`src/design/ccr_pkg.sv`:
```
// Constants for the converter configuration register slice.
// Assumes a byte-wide register port driven from the device's own clock domain.
// Notes on behaviour
// - A read-only 24-bit word reports where the sync reference edge was captured.
// - A 16-bit full-scale code, shared by all channels, resets to 0xa000.
// - Code 0x2000 means 500 mVPP, 0xa000 800 mVPP, 0xffff 1000 mVPP.
// - Power profile resets to 0x4b high performance; 0x46 low power; others reserved.
// - Timestamp control bit 0 enables the timestamp input; register resets to 0x00.
// - Reference clock output runs only with synthesizer enabled and enable bit set.
// - Reference output enable resets to 1; its register resets to 0x01.
// - Divider register resets 0x00; post divider bits 3:2, first divider bits 1:0.
// - Post divider codes 0,1,2 divide by 1,2,4; code 3 reserved.
// - First divider codes 0,1,2 divide by 5,4,3; code 3 reserved.
package ccr_pkg;
    // =====================================================================
    // Register offsets
    localparam logic [7:0]  OFS_POS_LO   = 8'h2c;
    localparam logic [7:0]  OFS_POS_MID  = 8'h2d;
    localparam logic [7:0]  OFS_POS_HI   = 8'h2e;
    localparam logic [7:0]  OFS_FSR_LO   = 8'h30;
    localparam logic [7:0]  OFS_FSR_HI   = 8'h31;
    localparam logic [7:0]  OFS_PWR      = 8'h37;
    localparam logic [7:0]  OFS_TIMESTAMP_INPUT    = 8'h3b;
    localparam logic [7:0]  OFS_REFO     = 8'h3c;
    localparam logic [7:0]  OFS_DIV1     = 8'h3d;
    // =====================================================================
    // Reset values
    localparam logic [15:0] RST_FSR      = 16'ha000;
    localparam logic [7:0]  RST_PWR      = 8'h4b;
    localparam logic [7:0]  RST_TIMESTAMP_INPUT    = 8'h00;
    localparam logic [7:0]  RST_REFO     = 8'h01;
    localparam logic [7:0]  RST_DIV1     = 8'h00;
    // =====================================================================
    // Field positions and codes
    localparam int          BIT_TIMESTAMP_INPUT_EN = 0;
    localparam int          BIT_REFO_EN  = 0;
    localparam int          POST_LSB     = 2;
    localparam int          FIRST_LSB    = 0;
    localparam logic [7:0]  PWR_LOW      = 8'h46;
    localparam logic [7:0]  PWR_HIGH     = 8'h4b;
    localparam logic [15:0] FSR_MIN_REC  = 16'h2000;
endpackage : ccr_pkg

```
`src/design/ccr_regs.sv`:
```
// Register slice of the converter configuration map.
// Assumes the serial port front end delivers byte writes and reads on clk.
`timescale 1ns/10ps
module ccr_regs (
    input  wire logic        clk,
    input  wire logic        reset_n,
    input  wire logic        clk_en,
    input  wire logic        wr_en,
    input  wire logic        rd_en,
    input  wire logic [7:0]  addr,
    input  wire logic [7:0]  wdata,
    output logic      [7:0]  rdata,
    input  wire logic [23:0] sync_edge_position_in,
    input  wire logic        synth_enable,
    output logic      [15:0] full_scale_code,
    output logic             fs_below_min,
    output logic      [7:0]  power_profile_code,
    output logic             power_low_mode,
    output logic             power_reserved,
    output logic             timestamp_input_enable,
    output logic             ref_clock_output,
    output logic      [2:0]  post_div_ratio,
    output logic      [2:0]  first_div_ratio,
    output logic             div_code_reserved
);
    // =====================================================================
    // Storage
    logic [23:0] pos_s1_q;
    logic [23:0] pos_s2_q;
    logic [23:0] pos_s3_q;
    logic [23:0] pos_q;
    logic [23:0] pos_d;
    logic [15:0] fsr_q;
    logic [15:0] fsr_d;
    logic [7:0]  pwr_q;
    logic [7:0]  pwr_d;
    logic [7:0]  timestamp_input_q;
    logic [7:0]  timestamp_input_d;
    logic [7:0]  refo_q;
    logic [7:0]  refo_d;
    logic [7:0]  div_q;
    logic [7:0]  div_d;
    logic [7:0]  rdata_q;
    logic [7:0]  rdata_d;
    logic        syn_s1_q;
    logic        syn_q;

    // Status bytes answer reads only; shared by the write path and the checks
    function automatic logic pos_hit(input logic [7:0] a);
        pos_hit = (a == ccr_pkg::OFS_POS_LO) || (a == ccr_pkg::OFS_POS_MID) ||
                  (a == ccr_pkg::OFS_POS_HI);
    endfunction : pos_hit

    function automatic logic [2:0] post_ratio(input logic [1:0] c);
        case (c)
            2'h0: post_ratio = 3'h1;
            2'h1: post_ratio = 3'h2;
            2'h2: post_ratio = 3'h4;
            default: post_ratio = 3'h0;
        endcase
    endfunction : post_ratio

    function automatic logic [2:0] first_ratio(input logic [1:0] c);
        case (c)
            2'h0: first_ratio = 3'h5;
            2'h1: first_ratio = 3'h4;
            2'h2: first_ratio = 3'h3;
            default: first_ratio = 3'h0;
        endcase
    endfunction : first_ratio

    // =====================================================================
    // Next-state logic
    always_comb begin
        fsr_d   = fsr_q;
        pwr_d   = pwr_q;
        timestamp_input_d = timestamp_input_q;
        refo_d  = refo_q;
        div_d   = div_q;
        rdata_d = rdata_q;
        // A torn word never reaches software: bits move only after two equal samples
        pos_d   = (pos_s2_q == pos_s3_q) ? pos_s2_q : pos_q;
        if (wr_en && !pos_hit(addr)) begin
            // Edge-position offsets fall through: no storage is touched
            case (addr)
                ccr_pkg::OFS_FSR_LO: fsr_d[7:0]  = wdata;
                ccr_pkg::OFS_FSR_HI: fsr_d[15:8] = wdata;
                ccr_pkg::OFS_PWR:    pwr_d       = wdata;
                ccr_pkg::OFS_TIMESTAMP_INPUT:  timestamp_input_d     = wdata;
                ccr_pkg::OFS_REFO:   refo_d      = wdata;
                ccr_pkg::OFS_DIV1:   div_d       = wdata;
                default: ;
            endcase
        end
        if (rd_en) begin
            case (addr)
                ccr_pkg::OFS_POS_LO:  rdata_d = pos_q[7:0];
                ccr_pkg::OFS_POS_MID: rdata_d = pos_q[15:8];
                ccr_pkg::OFS_POS_HI:  rdata_d = pos_q[23:16];
                ccr_pkg::OFS_FSR_LO:  rdata_d = fsr_q[7:0];
                ccr_pkg::OFS_FSR_HI:  rdata_d = fsr_q[15:8];
                ccr_pkg::OFS_PWR:     rdata_d = pwr_q;
                ccr_pkg::OFS_TIMESTAMP_INPUT:   rdata_d = timestamp_input_q;
                ccr_pkg::OFS_REFO:    rdata_d = refo_q;
                ccr_pkg::OFS_DIV1:    rdata_d = div_q;
                default:              rdata_d = 8'h00;
            endcase
        end
    end

    // =====================================================================
    // Registers; status word and enable are foreign, so three stages for the word, two for the enable
    always_ff @(posedge clk) begin
        if (!reset_n) begin
            fsr_q    <= ccr_pkg::RST_FSR;
            pwr_q    <= ccr_pkg::RST_PWR;
            timestamp_input_q  <= ccr_pkg::RST_TIMESTAMP_INPUT;
            refo_q   <= ccr_pkg::RST_REFO;
            div_q    <= ccr_pkg::RST_DIV1;
            rdata_q  <= 8'h00;
            pos_s1_q <= 24'h000000;
            pos_s2_q <= 24'h000000;
            pos_s3_q <= 24'h000000;
            pos_q    <= 24'h000000;
            syn_s1_q <= 1'b0;
            syn_q    <= 1'b0;
        end else if (clk_en) begin
            fsr_q    <= fsr_d;
            pwr_q    <= pwr_d;
            timestamp_input_q  <= timestamp_input_d;
            refo_q   <= refo_d;
            div_q    <= div_d;
            rdata_q  <= rdata_d;
            pos_s1_q <= sync_edge_position_in;
            pos_s2_q <= pos_s1_q;
            pos_s3_q <= pos_s2_q;
            pos_q    <= pos_d;
            syn_s1_q <= synth_enable;
            syn_q    <= syn_s1_q;
        end
    end

    // =====================================================================
    // Outputs
    assign rdata                  = rdata_q;
    assign full_scale_code        = fsr_q;
    // Flags codes under the recommended floor; hardware still applies them
    assign fs_below_min           = fsr_q < ccr_pkg::FSR_MIN_REC;
    assign power_profile_code     = pwr_q;
    assign power_low_mode         = pwr_q == ccr_pkg::PWR_LOW;
    assign power_reserved         = (pwr_q != ccr_pkg::PWR_LOW) &&
                                    (pwr_q != ccr_pkg::PWR_HIGH);
    assign timestamp_input_enable = timestamp_input_q[ccr_pkg::BIT_TIMESTAMP_INPUT_EN];
    assign ref_clock_output       = syn_q && refo_q[ccr_pkg::BIT_REFO_EN];
    assign post_div_ratio  = post_ratio(div_q[ccr_pkg::POST_LSB +: 2]);
    assign first_div_ratio = first_ratio(div_q[ccr_pkg::FIRST_LSB +: 2]);
    assign div_code_reserved = (post_div_ratio == 3'h0) || (first_div_ratio == 3'h0);
endmodule : ccr_regs

```
`config.mk`:
```
export PLATFORM = sky130hd
export DESIGN_NAME = ccr_regs
export DESIGN_NICKNAME = d
export VERILOG_FILES = /design/src/design/ccr_pkg.sv /design/src/design/ccr_regs.sv
export SDC_FILE = /design/constraint.sdc
export NUM_CORES = 1
export LEC_CHECK = 0
export ABC_AREA = 1
export BUFFER_PORTS_ARGS = -buffer_cell sky130_fd_sc_hd__buf_2
export CAP_MARGIN = 30
export CORE_MARGIN = 2
export CORE_UTILIZATION = 25
export DETAILED_ROUTE_END_ITERATION = 10
export PLACE_DENSITY = 0.38
export REMOVE_ABC_BUFFERS = 1
export SLEW_MARGIN = 5
export SYNTH_ARGS = -nofsm -noshare
export SYNTH_HDL_FRONTEND = slang
export SYNTH_SLANG_ARGS = --single-unit
```
`constraint.sdc`:
```
create_clock -name clk -period 1.6 [get_ports clk]
set_clock_uncertainty 0.05 [all_clocks]
set_input_delay 0.08 -clock clk [delete_from_list [all_inputs] [get_ports clk]]
set_output_delay 0.08 -clock clk [all_outputs]
set_load 0.01 [all_outputs]
```
# Word level (Yosys, flattened, before mapping)
# Index checks and enable logic that the tools add are counted.
[totals]
elab_cells = 53
inputBits = 46
register_bits = 154
out_inout_bits = 44
[op_classes]
reduce_logical = 19
order_cmp = 1
mux = 3
eq_ne = 17
[ops]
columns = ["operator", "n"]
rows = [
  ["8-bit by 6-bit equality test with 1-bit output, second input constant", 9],
  ["8-bit one-hot mux with 9 select lines", 1],
  ["24-bit equality test", 1],
  ["3-bit one-hot mux with 3 select lines", 2],
  ["3-bit AND reduction", 6],
  ["16-bit by 14-bit less-than comparator with 1-bit output, second input constant", 1],
  ["8-bit by 7-bit inequality test with 1-bit output, second input constant", 2],
  ["8-bit by 7-bit equality test with 1-bit output, second input constant", 1],
  ["3-bit logical NOT", 2],
  ["2-bit by 1-bit equality test with 1-bit output, second input constant", 2],
  ["2-bit equality test, second input constant", 2],
  ["2-bit logical NOT", 2],
  ["2-bit AND reduction", 2],
  ["1-bit logical AND", 3],
  ["1-bit logical OR", 3],
  ["1-bit logical NOT", 1],
]

# Depth between registers and ports, before layout
# Gate-level depths: netlist (run 1).
[logic_depth]
depth_word = 6
depth_mapped = 11
ltp_nobuf = 10

# Least setup slack after synthesis (run 1)
# Ideal clock, no wire load.
[synth_timing]
path_kind = "flip-flop to flip-flop"
from = "reg pos_s2_q[19]"
to = "reg pos_q[19]"
required_time_ns = 1.437
path_stages_with_launch = 11
path_slack_ns = 0.228
t_arrival_ns = 1.209
period_less_slack_ns = 1.372
n_path_buf = 1
setup_time_ns = 0.113
path_cell_list = "dfxtp_1 > inv_2 > or2_1 > nand2_1 > nor2_1 > nand3_1 > nor2_2 > buf_2 > nand3_1 > nand2_1 > nor2_1"
[synth_between]
elab_chain_len = 2
[synth_lines]
columns = ["item", "line_no", "rtl"]
rows = [
  ["start, declared", "ccr_regs.sv:29", "logic [23:0] pos_s2_q;"],
  ["start signal, assigned", "ccr_regs.sv:135", "pos_s2_q <= pos_s1_q;"],
  ["24-bit equality test", "ccr_regs.sv:82", "pos_d = (pos_s2_q == pos_s3_q) ? pos_s2_q : pos_q;"],
  ["2-bit AND reduction (no source line)", "n/a", ""],
  ["end signal, assigned", "ccr_regs.sv:137", "pos_q <= pos_d;"],
  ["end, declared", "ccr_regs.sv:31", "logic [23:0] pos_q;"],
]
# Several ways; a longest one is shown, not always the timed one.
# A chain may end at the register's enable or synchronous reset.

# Final worst setup path (run 1)
[layout_timing]
from = "reg pos_s2_q[14]"
to = "reg pos_q[13]"
[layout_between]
elab_chain_len = 2
[layout_lines]
columns = ["item", "line_no"]
rows = [
  ["24-bit equality test", "ccr_regs.sv:82"],
  ["2-bit AND reduction (no source line)", "n/a"],
]
# No other way between the ends.

==> results of run 1 <==
logic make-up (layout without fill, tap and decap cells):
group	after synthesis	in the layout	share of synthesized area
AO/OA/AOI/OAI	173	173	0.125
XOR/XNOR	10	10	0.0125
buffers and inverters	131	298	0.0797
flip-flops	154	154	0.441
AND/OR/NAND/NOR	539	539	0.342
per-stage QoR:
stage / hold slack [ps] / total power [mW] / instances / instance area (um2)
floorplan: 114 / 4.52 / 956 / 6730
global placement: 249 / 4.96 / 1478 / 8170
detailed placement: 257 / 4.96 / 1478 / 8170
CTS: 7.95 / 9.42 / 1546 / 9170
global route: 37.6 / 9.72 / 1552 / 9360
finish: 12.7 / 9.32 / 1552 / 9360
power groups by stage:
stage          registers (mW)  clock network (mW)  logic, mW
2_1_floorplan            4.10                   0      0.424
3_3_place_gp             4.11                   0      0.848
3_5_place_dp             4.11                   0      0.845
4_1_cts                  4.03                4.48      0.916
5_1_grt                  4.05                4.63       1.04
6_report                 4.03                4.36      0.928
per-layer routing:
metal	up-vias	global-route usage	part of all wire
met3	16	0.0268	0.031
met4	0	0.0475	0.016
met1	3083	0.211	0.48
li1	3573	-	-
met2	113	0.277	0.48
met5	-	0	0
critical path, cell delays in order, from the launching register on:
cell and delay (ps):
dfxtp_1 340, xnor2_2 220, nand2_1 80, nor2_1 110, nand3_1 120, nor2_4 230
clkbuf_16 210, nor2_2 30, nor2_1 110
cell usage in the layout (no fill, tap or decap), types with 12 or more instances in the layout:
cell	netlist	layout
nor2_1	202	191
nand2_1	178	167
dfxtp_1	154	138
nand3_1	116	116
buf_2	10	88
o21ai_0	87	86
a21oi_1	73	73
inv_1	64	61
buf_4	6	51
dlygate4sd3_1	0	35
clkbuf_16	0	19
inv_2	15	18
dfxtp_2	0	16
nand2_2	4	13
nor2_4	11	13
nor2_2	3	12
o21ai_1	11	12
timing repair:
item,4_1_cts,5_1_grt
gates resized for setup,4,48
endpoints found under the setup margin,25,26
setup buffers,1,5
pin swaps,1,8
hold endpoints to repair,72,0
gates cloned,0,2
hold buffers,35,0
final cells by class:
type	instances	area, um2
repair buffers	186	1420
fillers	3029	18300
clock inverters	15	194
clock buffers	17	425
inverters	80	300
multi-input cells	722	3450
well taps	378	473
flip-flops and latches	154	3100
Yosys cell counts:
| library cell | count |
|---|---|
| nor2_1 | 202 |
| nand2_1 | 178 |
| dfxtp_1 | 154 |
| nand3_1 | 116 |
| o21ai_0 | 87 |
| a21oi_1 | 73 |
| inv_1 | 64 |
| clkbuf_1 | 28 |
| inv_2 | 15 |
| nand4_1 | 11 |
| nor2_4 | 11 |
| o21ai_1 | 11 |
| buf_2 | 10 |
| xnor2_1 | 7 |
| buf_4 | 6 |
| buf_6 | 4 |
| nand2_2 | 4 |
| buf_1 | 3 |
| nor2_2 | 3 |
| or2_2 | 3 |
| xor2_1 | 3 |
| nand2_4 | 2 |
| or2_1 | 2 |
| clkinv_1 | 1 |
| nand3_2 | 1 |
| nand3_4 | 1 |
| nand3b_1 | 1 |
| nand3b_4 | 1 |
| nor3_1 | 1 |
| nor4_1 | 1 |
| nor4_4 | 1 |
| o21ai_2 | 1 |
| o22ai_1 | 1 |
sequential cells by signal (all words and copies together), names as in the netlist:
| signal | cells |
|---|---|
| pos_s3_q | 24 |
| timestamp_input_q | 8 |
| full_scale_code | 16 |
| power_profile_code | 8 |
| pos_s2_q | 24 |
| syn_s1_q | 1 |
| pos_s1_q | 24 |
| div_q | 8 |
| pos_q | 24 |
| syn_q | 1 |
| rdata | 8 |
| refo_q | 8 |
worst min-delay path by stage:
| stage | endpoint | slack [ps] | cells after the start |
|---|---|---|---|
| 3_5_place_dp | pos_s1_q[8] | 260 | 3 |
| 5_1_grt | pos_s3_q[23] | 40 | 3 |
| 4_1_cts | pos_s3_q[23] | 8 | 3 |
| 3_3_place_gp | pos_s1_q[8] | 250 | 3 |
| 6_report | pos_s3_q[23] | 10 | 3 |
| 2_1_floorplan | refo_q[0] | 110 | 1 |
==> summary.md, run 1 <==
| Metric | Value |
|---|---|
| Peak VDD IR | `694 uV` |
| Reg2Reg Depth | `8` |
| Worst skew pair latency | `430 ps` |
| Post-route ant nets | `0` |
| Required @ worst endpoint | `1910 ps` |
| Pre-CTS WS | `13.2 ps` |
| Hold Crit Class | `in2reg` |
| P&R area growth vs syn | `34.0%` |
| Synth Cell Area | `6980 um2` |
| Reg2reg start | `pos_s2_q[14]` |
| Wire length per cell | `15.1 um` |
| Core area | `27,600 um2` |
| Final WL | `23,400 um` |
| Worst setup margin | `22.6 ps` |
| DRT Pass-1 Iters | `7` |
| Vert. Die Dim | `171 um` |
| N_diodes | `0` |
| Vias in the first global route | `6,485` |
| Synth top area share | `0.441` |
| Row cnt | `61` |
| # port buffers | `89` |
| Final worst path period need | `1580 ps` |
| Slew Limit Fails | `0` |
| Synth unique cells | `33` |
| Final Setup Violations | `0` |
| Starting Density | `0.253` |
| Status | `complete, no violations` |
| Reg power frac | `0.433` |
| Placer congestion estimate | `0.771` |
| GR Util All Layers | `0.163` |
| #FFs+latches synth | `154` |
| Grt ovf | `0` |
| Die Wd | `171 um` |
| Critical path launch point type | `flip-flop` |
| Io pins | `90` |
| Switching part of the total | `0.277` |
| Fin. Hold Viols | `0` |
| Hold Path Origin | `clk_en` |
| Net Sw Power | `2.58 mW` |
| Longest Clk Path Bufs | `2` |
| HPWL after DPL | `16,600 um` |
| Clock Sinks | `154` |
| Final setup TNS | `0 ps` |
| Achievable frequency | `634 MHz` |
| R2R Path End | `pos_q[13]` |
| Vias | `6,785` |
| Largest cells by area after synthesis | `dfxtp_1 44%, nor2_1 11%, nand2_1 9.6%` |
| Critical path launch point | `pos_s2_q[14]` |
| Vias per cell | `4.37` |
| Worst-Margin Slew | `455 ps` |
| RSZ-0062 raised after global routing | `yes` |
| Largest net degree at the start of global routing | `76` |
| First-pass GRT wire length | `36,500 um` |
| Pint | `6.74 mW` |
| Layout Nets | `1,207` |
| MaxCap Viol Count | `0` |
| Antenna violations before repair | `0` |
| Register area share after synthesis | `0.441` |
| CTS Root Cell | `clkbuf_16` |
| Setup crit end | `pos_q[13]` |
| H-Tree Depth | `4` |
| Comb pwr share | `0.100` |
| Die area | `29,300 um2` |
| Slew headroom | `0.697` |
| PwrDens | `996 nW/um2` |
| DRC Markers | `0` |
| CTS tree | `done` |
| Fin util | `0.339` |
| Mapped Cells | `1,007` |
| Clock transition at path regs | `70 ps` |
| CP arrival | `1890 ps` |
| Worst Setup Path Type | `reg2reg` |
| CTS Buf Count | `17` |
| Clk network pwr share | `0.468` |
| Worst-path maximum fanout | `6` |
| Leakage | `4.09 nW` |
| Worst Setup End Kind | `flip-flop` |
| Share of layout cells above drive strength 1 | `0.232` |
| YS warnings | `0` |
| Fin crit share | `0.986` |
| Yosys top cell by area | `dfxtp_1` |
| Initial DRC count | `354` |
| R2r setup slk | `20 ps` |
| Mapped Avg Cell Area | `6.93 um2` |
Note: power is estimated with default switching activity, not from simulation.
==> run 2, diff against run 1 <==
PLACE_DENSITY = not set   (was 0.38)
PLACE_DENSITY_LB_ADDON = 0.25   (was not set)
==> summary.md, run 2 (synthesized netlist as in run 1, its figures left out) <==
| Metric | Value |
|---|---|
| Fin crit share | `0.972 (was 0.986)` |
| Core area | `27,600 um2 (unchanged)` |
| Final WL | `21,600 um (was 23,400 um)` |
| Crit path cell chain | `inv_1 -> nor4_2 -> inv_1 -> nor2_1 -> nor2_1 -> buf_2 (was xnor2_2 -> nand2_1 -> nor2_1 -> nand3_1 -> nor2_4 -> clkbuf_16 -> nor2_2 -> nor2_1)` |
| Row cnt | `61 (unchanged)` |
| Most frequent cells in the layout | `193 x nor2_1, 164 x nand2_1, 131 x dfxtp_1 (was 191 x nor2_1, 167 x nand2_1, 138 x dfxtp_1)` |
| Post-route ant nets | `0 (unchanged)` |
| First-pass GRT wire length | `33,700 um (was 36,500 um)` |
| FF/Latch Area | `3120 um2 (was 3100 um2)` |
| Worst Setup End Kind | `primary output (was flip-flop)` |
| Placer congestion estimate | `0.809 (was 0.771)` |
| Fin. Hold Viols | `0 (unchanged)` |
| Share of layout cells above drive strength 1 | `0.238 (was 0.232)` |
| CTS Buf Count | `17 (unchanged)` |
| Status | `complete, no violations (unchanged)` |
| Slew Limit Fails | `0 (unchanged)` |
| Layout Nets | `1,193 (was 1,207)` |
| Top delay family on crit path | `simple AND/OR/NAND/NOR gates (unchanged)` |
| Reg2reg start | `pos_s2_q[2] (was pos_s2_q[14])` |
| H-Tree Depth | `4 (unchanged)` |
| Critical path launch point type | `flip-flop (unchanged)` |
| Grt ovf | `0 (unchanged)` |
| Slowest-stage cell, CP | `dfxtp_4 (was dfxtp_1)` |
| Die Wd | `171 um (unchanged)` |
| Critical path launch point | `power_profile_code[2] (was pos_s2_q[14])` |
| Hold Crit Class | `in2reg (unchanged)` |
| Final worst path period need | `1550 ps (was 1580 ps)` |
| Worst Path Buf+Inv | `3 (was 1)` |
| DRC Markers | `0 (unchanged)` |
| Vias | `6,862 (was 6,785)` |
| Worst skew pair latency | `430 ps (about the same)` |
| Vias per cell | `4.46 (was 4.37)` |
| RSZ-0062 raised after global routing | `yes (unchanged)` |
| Die area | `29,300 um2 (unchanged)` |
| N_diodes | `0 (unchanged)` |
| Pwr Total | `8.96 mW (was 9.32 mW)` |
| Number of non-filler instances in the completed layout | `1,538 (was 1,552)` |
| Worst-path maximum fanout | `4 (was 6)` |
| GR Util All Layers | `0.148 (was 0.163)` |
| Peak VDD IR | `515 uV (was 694 uV)` |
| Fillers | `3,009 (was 3,029)` |
| Wire length per cell | `14.0 um (was 15.1 um)` |
| Achievable frequency | `643 MHz (was 634 MHz)` |
| Worst-Margin Slew | `487 ps (was 455 ps)` |
| Antenna violations before repair | `0 (unchanged)` |
| PwrDens | `966 nW/um2 (was 996 nW/um2)` |
| Starting Density | `0.253 (unchanged)` |
| HPWL after DPL | `15,100 um (was 16,600 um)` |
| Longest Clk Path Bufs | `2 (unchanged)` |
| MaxCap Viol Count | `0 (unchanged)` |
| CP arrival | `1420 ps (was 1890 ps)` |
| Slew headroom | `0.673 (was 0.697)` |
| Worst Setup Path Type | `reg2out (was reg2reg)` |
| Final Setup Violations | `0 (unchanged)` |
| Required @ worst endpoint | `1470 ps (was 1910 ps)` |
| Vias in the first global route | `6,107 (was 6,485)` |
| Area occupied by multi-input gates | `3490 um2 (was 3450 um2)` |
| Hold Path Origin | `rd_en (was clk_en)` |
| Largest net degree at the start of global routing | `105 (was 76)` |
| P&R area growth vs syn | `32.8% (was 34.0%)` |
| DRT Pass-1 Iters | `5 (was 7)` |
| Clock transition at path regs | `60 ps (was 70 ps)` |
| Initial DRC count | `386 (was 354)` |
| CP max stage delay | `360 ps (was 340 ps)` |
| CTS tree | `done (unchanged)` |
| Clock Sinks | `154 (unchanged)` |
| # port buffers | `89 (unchanged)` |
| Io pins | `90 (unchanged)` |
| Leakage | `4.00 nW (was 4.09 nW)` |
| Vert. Die Dim | `171 um (unchanged)` |
| Dpl cells | `1,460 (was 1,478)` |
| Most common cell after layout, fill and taps aside | `nor2_1 (unchanged)` |
| CTS Root Cell | `clkbuf_16 (unchanged)` |
[run 2: changes by cell type in the layout (fill, tap and decap cells not counted), moves of 5 or more]
cell	before	now
buf_4	51	39
dfxtp_1	138	131
inv_8	6	0
nand3_1	116	111
nand3_2	1	6
[run 2: repair_timing]
action / 4_1_cts / 5_1_grt
setup buffers: 0 / 8
cloned: 0 / 4
endpoints found under the setup margin: 2 / 34
pin swaps: 0 / 10
hold endpoints to repair: 74 / 0
hold buffers: 34 / 0
resized for setup: 1 / 75
[run 2: cell type report]
| cell class | count | area share |
|---|---|---|
| inverters | 80 | 0.0329 |
| flip-flops and latches | 154 | 0.337 |
| clock buffers | 20 | 0.0503 |
| repair buffers | 172 | 0.141 |
| multi-input cells | 722 | 0.376 |
| clock inverters | 12 | 0.0121 |
| well taps | 378 | 0.0510 |
[run 2: routing by layer]
metal  part of all wire  GRT usage  vias up
li1                   -          -     3542
met1               0.49      0.205     3165
met2               0.46      0.235      137
met3              0.039     0.0257       18
met4              0.012     0.0427        0
met5                  0          0        -
[run 2: where the power goes]
group	leakage [nW]	switching (mW)	internal, mW	total (mW)
Combinational	2.45	0.542	0.373	0.915
Clock	0.284	1.72	2.28	4.00
Sequential	1.26	0.0781	3.96	4.04
[run 2: path summary, 6_finish.rpt]
path / end / slack (ps) / cells past startpoint
min: rdata[4] / 50 / 5
max: power_reserved / 50 / 6
min reg2reg: timestamp_input_q[4] / 410 / 2
max reg2reg: pos_q[4] / 60 / 8
[run 2: stage by stage]
stage	hold WS (ps)	area (um2)	util	TNS (ps)	worst slack [ps]
after floorplan	114	6730	-	-1720	-80.4
after global placement	252	8010	0.290	0	2.58
after detailed placement	258	8010	0.290	0	2.75
after CTS	45.6	8930	0.323	0	16.7
after global routing	67.2	9270	0.336	-657	-53.1
final	53.8	9270	0.336	0	45.5
[run 2: tightest hold or removal path, stage by stage]
cell and delay, ps:
buf_2 70, nand2_1 60, buf_4 160, nand2_1 60
a21oi_1 50
